`config.mk`:
```
export PLATFORM = sky130hd
export DESIGN_NAME = xpc_host
export DESIGN_NICKNAME = d
export VERILOG_FILES = /design/src/core/xpc_pkg.sv /design/src/core/xpc_host.sv
export SDC_FILE = /design/constraint.sdc
export NUM_CORES = 1
export LEC_CHECK = 0
export BUFFER_PORTS_ARGS = -buffer_cell sky130_fd_sc_hd__buf_2
export CAP_MARGIN = 20
export CELL_PAD_IN_SITES_DETAIL_PLACEMENT = 1
export CELL_PAD_IN_SITES_GLOBAL_PLACEMENT = 2
export CORE_ASPECT_RATIO = 1.75
export CORE_UTILIZATION = 30
export CTS_CLUSTER_DIAMETER = 50
export DETAILED_ROUTE_END_ITERATION = 10
export GPL_TIMING_DRIVEN = 0
export PLACE_DENSITY_LB_ADDON = 0.1
export SETUP_SLACK_MARGIN = 0.05
export SLEW_MARGIN = 20
export SYNTH_ARGS = -nofsm -noshare
export SYNTH_HDL_FRONTEND = slang
export SYNTH_SLANG_ARGS = --single-unit
```
`constraint.sdc`:
```
create_clock -name clk -period 2.48 [get_ports clk]
set_input_delay 0.496 -clock clk [delete_from_list [all_inputs] [get_ports clk]]
set_output_delay 0.496 -clock clk [all_outputs]
set_load 0.02 [all_outputs]
```
`src/core/xpc_pkg.sv`:
```
// constants for the crosspoint switch host controller
// assumes a 25 MHz clock and an apb master issuing 32-bit accesses
package xpc_pkg;
   localparam int CLK_PERIOD_NS = 40;
   localparam int T_WH_NS = 20;
   localparam int T_WL_NS = 20;
   localparam int T_DS_NS = 20;
   localparam int T_DH_NS = 25;
   localparam int T_L_NS = 40;
   localparam int T_D_NS = 40;

   // least times round up, never below one cycle
   function automatic logic [3:0] xpc_cycles(input int ns);
      int c;
      c = (ns + CLK_PERIOD_NS - 1) / CLK_PERIOD_NS;
      if (c < 1) c = 1;
      return 4'(c);
   endfunction

   localparam logic [3:0] WH_CYC = xpc_cycles(T_WH_NS);
   localparam logic [3:0] SETUP_CYC = xpc_cycles((T_DS_NS > T_WL_NS) ?
                                                 T_DS_NS : T_WL_NS);
   localparam logic [3:0] DH_CYC = xpc_cycles(T_DH_NS);
   localparam logic [3:0] L_CYC = xpc_cycles(T_L_NS);
   localparam logic [3:0] D_CYC = xpc_cycles(T_D_NS);

   localparam logic [7:0] REG_CTRL = 8'h00;
   localparam logic [7:0] REG_CMD = 8'h04;
   localparam logic [7:0] REG_FRAME = 8'h08;
   localparam logic [7:0] REG_LATCH = 8'h0c;
   localparam logic [7:0] REG_STATUS = 8'h10;
   localparam logic [7:0] REG_CHAIN = 8'h14;

   localparam int CTRL_SERIAL = 0;
   localparam int CTRL_EDGE = 1;
   localparam int CTRL_LIDLE = 2;
   localparam int ST_BUSY = 0;
   localparam int ST_ERR = 1;
   localparam logic [2:0] CTRL_RESET = 3'h4;

   localparam logic [3:0] CODE_SER_MAX = 4'ha;
   localparam logic [3:0] CODE_SER_EN = 4'h9;
   localparam logic [4:0] FRAME_LAST = 5'h1f;

   typedef enum logic [2:0] {
      XPC_IDLE, XPC_SETUP, XPC_HIGH, XPC_HOLD, XPC_LDLY, XPC_LACT
   } xpc_state_e;
endpackage

```
`src/core/xpc_host.sv`:
```
// host controller that drives the crosspoint switch control pins
// assumes apb from software; nibble line 1 is two-way, read in serial mode
`timescale 1ns/100ps
module xpc_host
   import xpc_pkg::*;
(
   input wire logic clk,
   input wire logic rst,
   input wire logic ce,
   input wire logic psel,
   input wire logic penable,
   input wire logic pwrite,
   input wire logic [7:0] paddr,
   input wire logic [31:0] pwdata,
   output logic [31:0] prdata,
   output logic pready,
   output logic pslverr,
   output logic interfaceSelect,
   output logic latchStyleSelect,
   output logic chipSelHigh,
   output logic chipSelLowN,
   output logic writeStrobe,
   output logic transferStrobe,
   output logic [2:0] outputSelectLines,
   output logic [3:0] commandNibbleOut,
   output logic commandNibbleOe,
   input wire logic commandNibbleIn
);
   xpc_state_e state;
   logic [2:0] ctrl;
   logic errFlag;
   logic [3:0] cnt;
   logic [4:0] bitCnt;
   logic [31:0] frame;
   logic [31:0] chain;
   logic serialRun;
   logic syncA, syncB, syncC, serIn;

   // any code above the serial range makes a frame illegal
   function automatic logic frame_bad(input logic [31:0] f);
      logic bad;
      bad = 1'b0;
      for (int i = 0; i < 8; i++) begin
         if (f[i*4 +: 4] > CODE_SER_MAX) bad = 1'b1;
      end
      return bad;
   endfunction

   logic access, busy, startOk, wrCtrl, wrCmd, wrFrame, wrLatch, wrStat;
   logic cmdBad, frameBad, mapped;
   assign access = psel & penable & ~pready;
   assign busy = (state != XPC_IDLE);
   assign wrCtrl = access & pwrite & (paddr == REG_CTRL);
   assign wrCmd = access & pwrite & (paddr == REG_CMD);
   assign wrFrame = access & pwrite & (paddr == REG_FRAME);
   assign wrLatch = access & pwrite & (paddr == REG_LATCH);
   assign wrStat = access & pwrite & (paddr == REG_STATUS);
   // parallel mode refuses the serial-only codes
   assign cmdBad = ctrl[CTRL_SERIAL] | (pwdata[6:3] == CODE_SER_EN) |
                   (pwdata[6:3] == CODE_SER_MAX);
   assign frameBad = ~ctrl[CTRL_SERIAL] | frame_bad(pwdata);
   assign mapped = (paddr == REG_CTRL) | (paddr == REG_CMD) |
                   (paddr == REG_FRAME) | (paddr == REG_LATCH) |
                   (paddr == REG_STATUS) | (paddr == REG_CHAIN);
   assign startOk = ~busy & ((wrCmd & ~cmdBad) | (wrFrame & ~frameBad) |
                             wrLatch);

   // apb answer one cycle into the access phase
   always_ff @(posedge clk) begin
      if (rst) begin
         pready <= 1'b0;
         pslverr <= 1'b0;
         prdata <= 32'h0;
      end else if (ce) begin
         pready <= access;
         pslverr <= access & (~mapped |
                    (pwrite & (paddr == REG_CHAIN)) |
                    ((wrCmd | wrFrame | wrLatch | wrCtrl) & busy) |
                    (wrCmd & cmdBad) | (wrFrame & frameBad));
         prdata <= 32'h0;
         if (access & ~pwrite) begin
            unique case (paddr)
               REG_CTRL: prdata <= {29'h0, ctrl};
               REG_STATUS: prdata <= {30'h0, errFlag, busy};
               REG_CHAIN: prdata <= chain;
               default: prdata <= 32'h0;
            endcase
         end
      end
   end

   always_ff @(posedge clk) begin
      if (rst) begin
         ctrl <= CTRL_RESET;
      end else if (ce && wrCtrl && !busy) begin
         ctrl <= pwdata[2:0];
      end
   end

   // hardware set wins over a software clear
   always_ff @(posedge clk) begin
      if (rst) begin
         errFlag <= 1'b0;
      end else if (ce) begin
         if ((wrCmd & cmdBad) | (wrFrame & frameBad))
            errFlag <= 1'b1;
         else if (wrStat && pwdata[ST_ERR])
            errFlag <= 1'b0;
      end
   end

   // mode pins follow the control register
   always_ff @(posedge clk) begin
      if (rst) begin
         interfaceSelect <= 1'b0;
         latchStyleSelect <= 1'b0;
         commandNibbleOe <= 1'b1;
      end else if (ce) begin
         interfaceSelect <= ctrl[CTRL_SERIAL];
         latchStyleSelect <= ctrl[CTRL_EDGE];
         commandNibbleOe <= ~ctrl[CTRL_SERIAL];
      end
   end

   // serial chain output, three stages, taken once two agree
   always_ff @(posedge clk) begin
      if (rst) begin
         syncA <= 1'b0;
         syncB <= 1'b0;
         syncC <= 1'b0;
         serIn <= 1'b0;
      end else if (ce) begin
         syncA <= commandNibbleIn;
         syncB <= syncA;
         syncC <= syncB;
         if (syncB == syncC) serIn <= syncC;
      end
   end

   // strobe sequencer: setup, write high, hold, repeat for serial bits
   always_ff @(posedge clk) begin
      if (rst) begin
         state <= XPC_IDLE;
         cnt <= 4'h0;
         bitCnt <= 5'h0;
         serialRun <= 1'b0;
         frame <= 32'h0;
         chain <= 32'h0;
         chipSelHigh <= 1'b0;
         chipSelLowN <= 1'b1;
         writeStrobe <= 1'b0;
         transferStrobe <= 1'b1;
         outputSelectLines <= 3'h0;
         commandNibbleOut <= 4'h0;
      end else if (ce) begin
         unique case (state)
            XPC_IDLE: begin
               transferStrobe <= ctrl[CTRL_LIDLE];
               cnt <= 4'h1;
               if (startOk && wrLatch) begin
                  state <= XPC_LDLY;
               end else if (startOk && wrCmd) begin
                  serialRun <= 1'b0;
                  outputSelectLines <= pwdata[2:0];
                  commandNibbleOut <= pwdata[6:3];
                  chipSelHigh <= 1'b1;
                  chipSelLowN <= 1'b0;
                  state <= XPC_SETUP;
               end else if (startOk && wrFrame) begin
                  serialRun <= 1'b1;
                  bitCnt <= 5'h0;
                  frame <= {pwdata[30:0], 1'b0};
                  commandNibbleOut <= {3'h0, pwdata[31]};
                  chipSelHigh <= 1'b1;
                  chipSelLowN <= 1'b0;
                  state <= XPC_SETUP;
               end
            end
            XPC_SETUP: begin
               cnt <= cnt + 4'h1;
               if (cnt >= SETUP_CYC) begin
                  writeStrobe <= 1'b1;
                  cnt <= 4'h1;
                  state <= XPC_HIGH;
               end
            end
            XPC_HIGH: begin
               cnt <= cnt + 4'h1;
               if (cnt >= WH_CYC) begin
                  writeStrobe <= 1'b0;
                  cnt <= 4'h1;
                  state <= XPC_HOLD;
               end
            end
            XPC_HOLD: begin
               cnt <= cnt + 4'h1;
               if (cnt >= DH_CYC) begin
                  cnt <= 4'h1;
                  if (serialRun) begin
                     chain <= {chain[30:0], serIn};
                     if (bitCnt == FRAME_LAST) begin
                        state <= XPC_IDLE;
                     end else begin
                        bitCnt <= bitCnt + 5'h1;
                        commandNibbleOut <= {3'h0, frame[31]};
                        frame <= {frame[30:0], 1'b0};
                        state <= XPC_SETUP;
                     end
                  end else begin
                     state <= XPC_IDLE;
                  end
                  if (!serialRun || bitCnt == FRAME_LAST) begin
                     chipSelHigh <= 1'b0;
                     chipSelLowN <= 1'b1;
                  end
               end
            end
            XPC_LDLY: begin
               cnt <= cnt + 4'h1;
               if (cnt >= D_CYC) begin
                  // pulse away from the idle level
                  transferStrobe <= ~ctrl[CTRL_LIDLE];
                  cnt <= 4'h1;
                  state <= XPC_LACT;
               end
            end
            XPC_LACT: begin
               cnt <= cnt + 4'h1;
               if (cnt >= L_CYC) begin
                  transferStrobe <= ctrl[CTRL_LIDLE];
                  state <= XPC_IDLE;
               end
            end
         endcase
      end
   end
endmodule

```
; ---- Word level (Yosys, flattened, before mapping)
; Index checks and enable logic that the tools add are counted.
[totals]
regBits = 133
rom_bits = 0
latch_bits = 0
mem_bits_rw = 0
input_bits = 47
memories = 0
output_inout_bits = 48
elab_cells = 200
[op_classes]
eq_ne = 27
mux = 65
n_reduce_logical = 29
bitwise_logic = 44
shift = 0
order_cmp = 9
addsub = 2
n_mul = 0
n_div = 0
[op_table]
columns = cell, n
row1 = 32-bit two-way mux, 7
row2 = 32-bit one-hot mux with 3 select lines, 1
row3 = 32-bit one-hot mux with 2 select lines, 1
row4 = "4-bit > comparator, second input constant", 8
row5 = 5-bit two-way mux, 6
row6 = 4-bit two-way mux, 7
row7 = 3-bit two-way mux, 9
row8 = 1-bit two-way mux, 26
row9 = "2-bit != test, second input constant", 11
row10 = 4-bit AND reduction, 5
row11 = 1-bit OR, 18
row12 = 3-bit one-hot mux with 6 select lines, 1
row13 = 1-bit bitwise AND, 17
row14 = "8-bit by 4-bit equality test with 1-bit output, second input constant", 2
row15 = "8-bit by 5-bit equality test with 1-bit output, second input constant", 2
row16 = 7-bit AND reduction, 2
row17 = 4-bit one-hot mux with 3 select lines, 1
row18 = 5-bit one-hot mux with 2 select lines, 1
row19 = 1-bit inverter, 9
row20 = "4-bit equality test, second input constant", 2
row21 = "8-bit by 3-bit equality test with 1-bit output, second input constant", 1
row22 = 8-bit zero test, 1
row23 = 4-bit one-hot mux with 2 select lines, 1
row24 = 8-bit AND reduction, 1
row25 = 21 further kinds, 36

; ---- Logic depth before layout (Yosys ltp)
[depth]
word_depth = 20
depth_mapped = 10
depth_no_buf = 8

; ---- Least setup slack after synthesis
; Ideal clock, no wire load.
[synth_path]
path_kind = input port to flip-flop
startpoint = input paddr[1]
endpoint = register state[2]
arrival_time_ns = 2.248
slack_ns = 0.109
n_path_buf = 0
stages = 6
required_time_ns = 2.357
setup_ns = 0.123
path_cell_list = or4_4 nor2_2 and4b_4 a31oi_4 a221oi_2 mux2_1
[synth_between]
elab_chain_cells = 10
word_cells_on_any_way = 19
classes_between = eq/ne (4) / mux (3) / bitwise (8) / reduce/logical (4)
[synth_lines]
columns = element, line
row1 = "start, declared", xpc_host.sv:13  ; input wire logic [7:0] paddr,
row2 = 8-bit by 3-bit equality test with 1-bit output / 8-bit by 4-bit equality test with 1-bit output (equally long branches), "xpc_host.sv:54, xpc_host.sv:55"
row3 = "1-bit bitwise AND, on equally long branches", "xpc_host.sv:54, xpc_host.sv:55"
row4 = 1-bit bitwise AND, xpc_host.sv:65  ; assign startOk = ~busy & ((wrCmd & ~cmdBad) | (wrFrame & ~frameBad) |
row5 = 1-bit OR (2 in series), xpc_host.sv:65
row6 = 1-bit bitwise AND, xpc_host.sv:65
row7 = 1-bit logical AND, xpc_host.sv:162  ; end else if (startOk && wrCmd) begin
row8 = 3-bit two-way mux, xpc_host.sv:162
row9 = 3-bit two-way mux, xpc_host.sv:160  ; if (startOk && wrLatch) begin
row10 = 3-bit one-hot mux with 6 select lines, xpc_host.sv:156  ; unique case (state)
row11 = "end signal, assigned", xpc_host.sv:161  ; state <= XPC_LDLY;
row12 = "end signal, assigned", xpc_host.sv:168  ; state <= XPC_SETUP;
row13 = "end signal, assigned", xpc_host.sv:176  ; state <= XPC_SETUP;
row14 = "end, declared", xpc_host.sv:29  ; xpc_state_e state;
; Several ways; a longest one is shown, not always the timed one.
; A chain may end at the register's enable or synchronous reset.

; ---- Final worst setup path
[layout_path]
startpoint = input paddr[1]
endpoint = register frame[15]
[layout_between]
elab_chain_cells = 9
word_cells_on_any_way = 18
classes_between = eq/ne (6) / bitwise (8) / reduce/logical (4)
[layout_lines]
columns = element, line
row1 = 8-bit by 3-bit equality test with 1-bit output / 8-bit by 4-bit equality test with 1-bit output (equally long branches), "xpc_host.sv:54, xpc_host.sv:55"
row2 = "1-bit bitwise AND, on equally long branches", "xpc_host.sv:54, xpc_host.sv:55"
row3 = 1-bit bitwise AND, xpc_host.sv:65
row4 = 1-bit OR (2 in series), xpc_host.sv:65
row5 = 1-bit bitwise AND, xpc_host.sv:65
row6 = "1-bit logical AND, on equally long branches", "xpc_host.sv:169, xpc_host.sv:160, xpc_host.sv:162"
row7 = 2-bit != test (no line), --
row8 = 8-bit AND reduction (no line) *, --
row9 = "end signal, assigned", xpc_host.sv:172  ; frame <= {pwdata[30:0], 1'b0};
row10 = "end signal, assigned", xpc_host.sv:206  ; frame <= {frame[30:0], 1'b0};
row11 = "end, declared", xpc_host.sv:34  ; logic [31:0] frame;
; Mark *: on every way between the ends. The rest lies on a longest branch, timed or not.

==> out/results.ini <==
[critical_path]
crit_arrival_ns=2.59
critPathCaptureType=flip-flop
cp_top_family=simple AND/OR/NAND/NOR gates
critPathLaunchType=input port
path_buf_inv=3
timing.rr.start=bitCnt[0]
cpPeakStageDelay_ns=0.58
critPathMaxFanout=10
critical_path_required_ns=2.76
worstPathCellList=buf_2 -> or4_4 -> nor4_4 -> nand3_1 -> and2_1 -> clkbuf_4 -> buf_4 -> a21oi_1 -> a311oi_1
path_class=in -> reg
crit_start=paddr[1]
slowest_stage=or4_4

[logic_synthesis]
synth_fp_nets=730
netlist.area_leader.share=0.4711
syn-instance-count=678
synth_area_um2=5609
ys_ff_latch=132
yosys_warnings=0
synthDistinctLibCells=57
synthFlopType=dfxtp_1
synth_commonest_cells=nand2_1, dfxtp_1, a21oi_1
async_reset_ff_frac=0
avgSynthCellArea_um2=8.273
seq_area_frac_synth=0.4711
synth.area.top_cells=dfxtp_1, nand2_1, a21oi_1
synth_edf_count=0
yosysTopAreaCell=dfxtp_1
synth.most_common_cell=nand2_1

[clock_network]
cts_max_level=4
clk-insertion-delay-late_ns=0.42
clk_pin_slew_ns=0.06
clockBufferDepth=2
cts-root-buf=clkbuf_16
numCtsBuffers=17
cts_tree=built
clkSinkCount=132
cts_hold_buffers=0

[grt]
grt_max_degree=17
grt_pass1_wl_um=30220
grt_util_all_layers=0.2070
first_global_vias=5762
grt_overflow=0
antenna_found_initial=1

[final_layout]
nNetsFinal=844
final_util=0.3912
fillers=2225
fin_area_um2=7094
drive_above_1_share=0.2050
num_antenna_cells=0
area_growth_pct=26.48

[sta]
rsz0062_at_grt=true
setup_viol=0
setup_ws_ns=0.1780
hold_viol_final=0
fin_setup_tns_ns=0
tightest_slew_ns=0.7299
relSlewSlack=0.5134
period_needed_ns=2.302
finalCritPeriodShare=0.9282
drv_slew=0
fmax_ghz=0.4344
fin_skew_ns=0.006624

[routing]
viasPerCell=5.206
drc_errors=0
drt-initial-drc-count=221
routed_wl_um=19230
antenna_left=0
first_pass_iters=4
wl_per_cell_um=18.51
vias=5409

[min_path]
min_from=commandNibbleIn
hold_path.class=in -> reg

[floorplan]
start_util=0.3093
die_w_um=105.4
io_pins=95
fp-row-count=65
core_area_um2=18140
die_y_um=182.9
dieArea_um2=19270

[pwr]
power_density_nw_per_um2=715.3
design_power_total_w=0.005075
power_leakage_nw=2.779
ir_drop_mv=0.4358

[placed_design]
pre_cts_slack_ns=-0.4682
place.gp.congestion=0.8216
hpwl_um=14460
io_buffers=93
placed_area_um2=6367

[outcome]
status=completed

[run]
maxCapViolations=0

## layer usage
layer,wire length [µm],share of wire,global-route usage
met5,16,0.00083,0
met4,559,0.029,0.09577
met3,629,0.033,0.04655
met2,10580,0.55,0.3997
met1,7444,0.39,0.2057
## report_power, final
part	leakage [nW]	switching, W	internal (W)
combinational	1.41	0.000165	0.0000778
clock	0.305	0.000969	0.00173
sequential	1.06	0.00000510	0.00213
total	2.78	0.00114	0.00394
## layout make-up
| class | instances | area (µm²) | area share |
|---|---|---|---|
| multi-input cells | 483 | 2749 | 0.3875 |
| flip-flops and latches | 132 | 2643 | 0.3725 |
| repair buffers | 97 | 495.5 | 0.06984 |
| clock buffers | 19 | 452.9 | 0.06384 |
| well taps | 234 | 292.8 | 0.04127 |
| plain buffers | 52 | 247.7 | 0.03492 |
| clock inverters | 13 | 180.2 | 0.02540 |
| inverters | 9 | 33.78 | 0.004762 |
## placed cells by master, fill, tap and decap left out, types with 3 or more instances in the layout
cell,count
clkbuf_2,5
and3_1,3
o21ai_1,3
nor2_1,55
o21a_1,3
buf_2,100
nand4_1,5
bufinv_16,4
a22oi_1,33
nor2b_1,4
clkbuf_16,17
clkbuf_1,31
nand3_1,8
a21o_1,7
a21oi_1,80
mux2i_1,18
a311oi_1,29
nor3_1,6
xor2_1,3
o31ai_1,3
nand2_1,157
o21ai_0,14
ha_1,5
inv_1,9
and2_1,3
dfxtp_1,132
clkinvlp_4,3
clkinv_2,4
buf_4,8
## per-stage QoR
stage,std cells,hold slack [ns]
2_1_floorplan,678,0.4281
3_3_place_gp,1005,0.4409
3_5_place_dp,1005,0.4508
4_1_cts,1036,0.3141
5_1_grt,1039,0.3370
6_report,1039,0.3303
## worst min-delay path, cell delays in order
cell     delay [ns]
buf_2          0.08
mux2i_1        0.06
nor2_1         0.08
## sequential cells by signal (all words and copies together) (netlist names), 4 cells and up
register	cells
chain	32
prdata	32
frame	31
bitCnt	5
cnt	4
commandNibbleOut	4
## cells by family after synthesis
kind of cell,count (synthesis),synth area share
AND/OR/NAND/NOR,263,0.2046
AO/OA/AOI/OAI,191,0.2260
flip-flops,132,0.4711
multiplexers,20,0.03614
adder cells (fa/ha/maj),5,0.01115
XOR/XNOR,4,0.006247
buffers and inverters,63,0.04484
## what timing repair did
action / in CTS / in global routing
endpoints found under the setup margin: 75 / 74
pin swaps: 0 / 10
resized for setup: 13 / 19
buffers inserted: 0 / 4
## path summary, 6_finish.rpt
kind | cells after the start | endpoint | slack [ns]
setup / recovery | 9 | frame[15] | 0.18
hold / removal | 3 | syncA | 0.33
setup reg to reg | 9 | frame[29] | 0.18
hold reg to reg | 2 | commandNibbleOut[3] | 0.46
(Power assumes the default switching activity.)
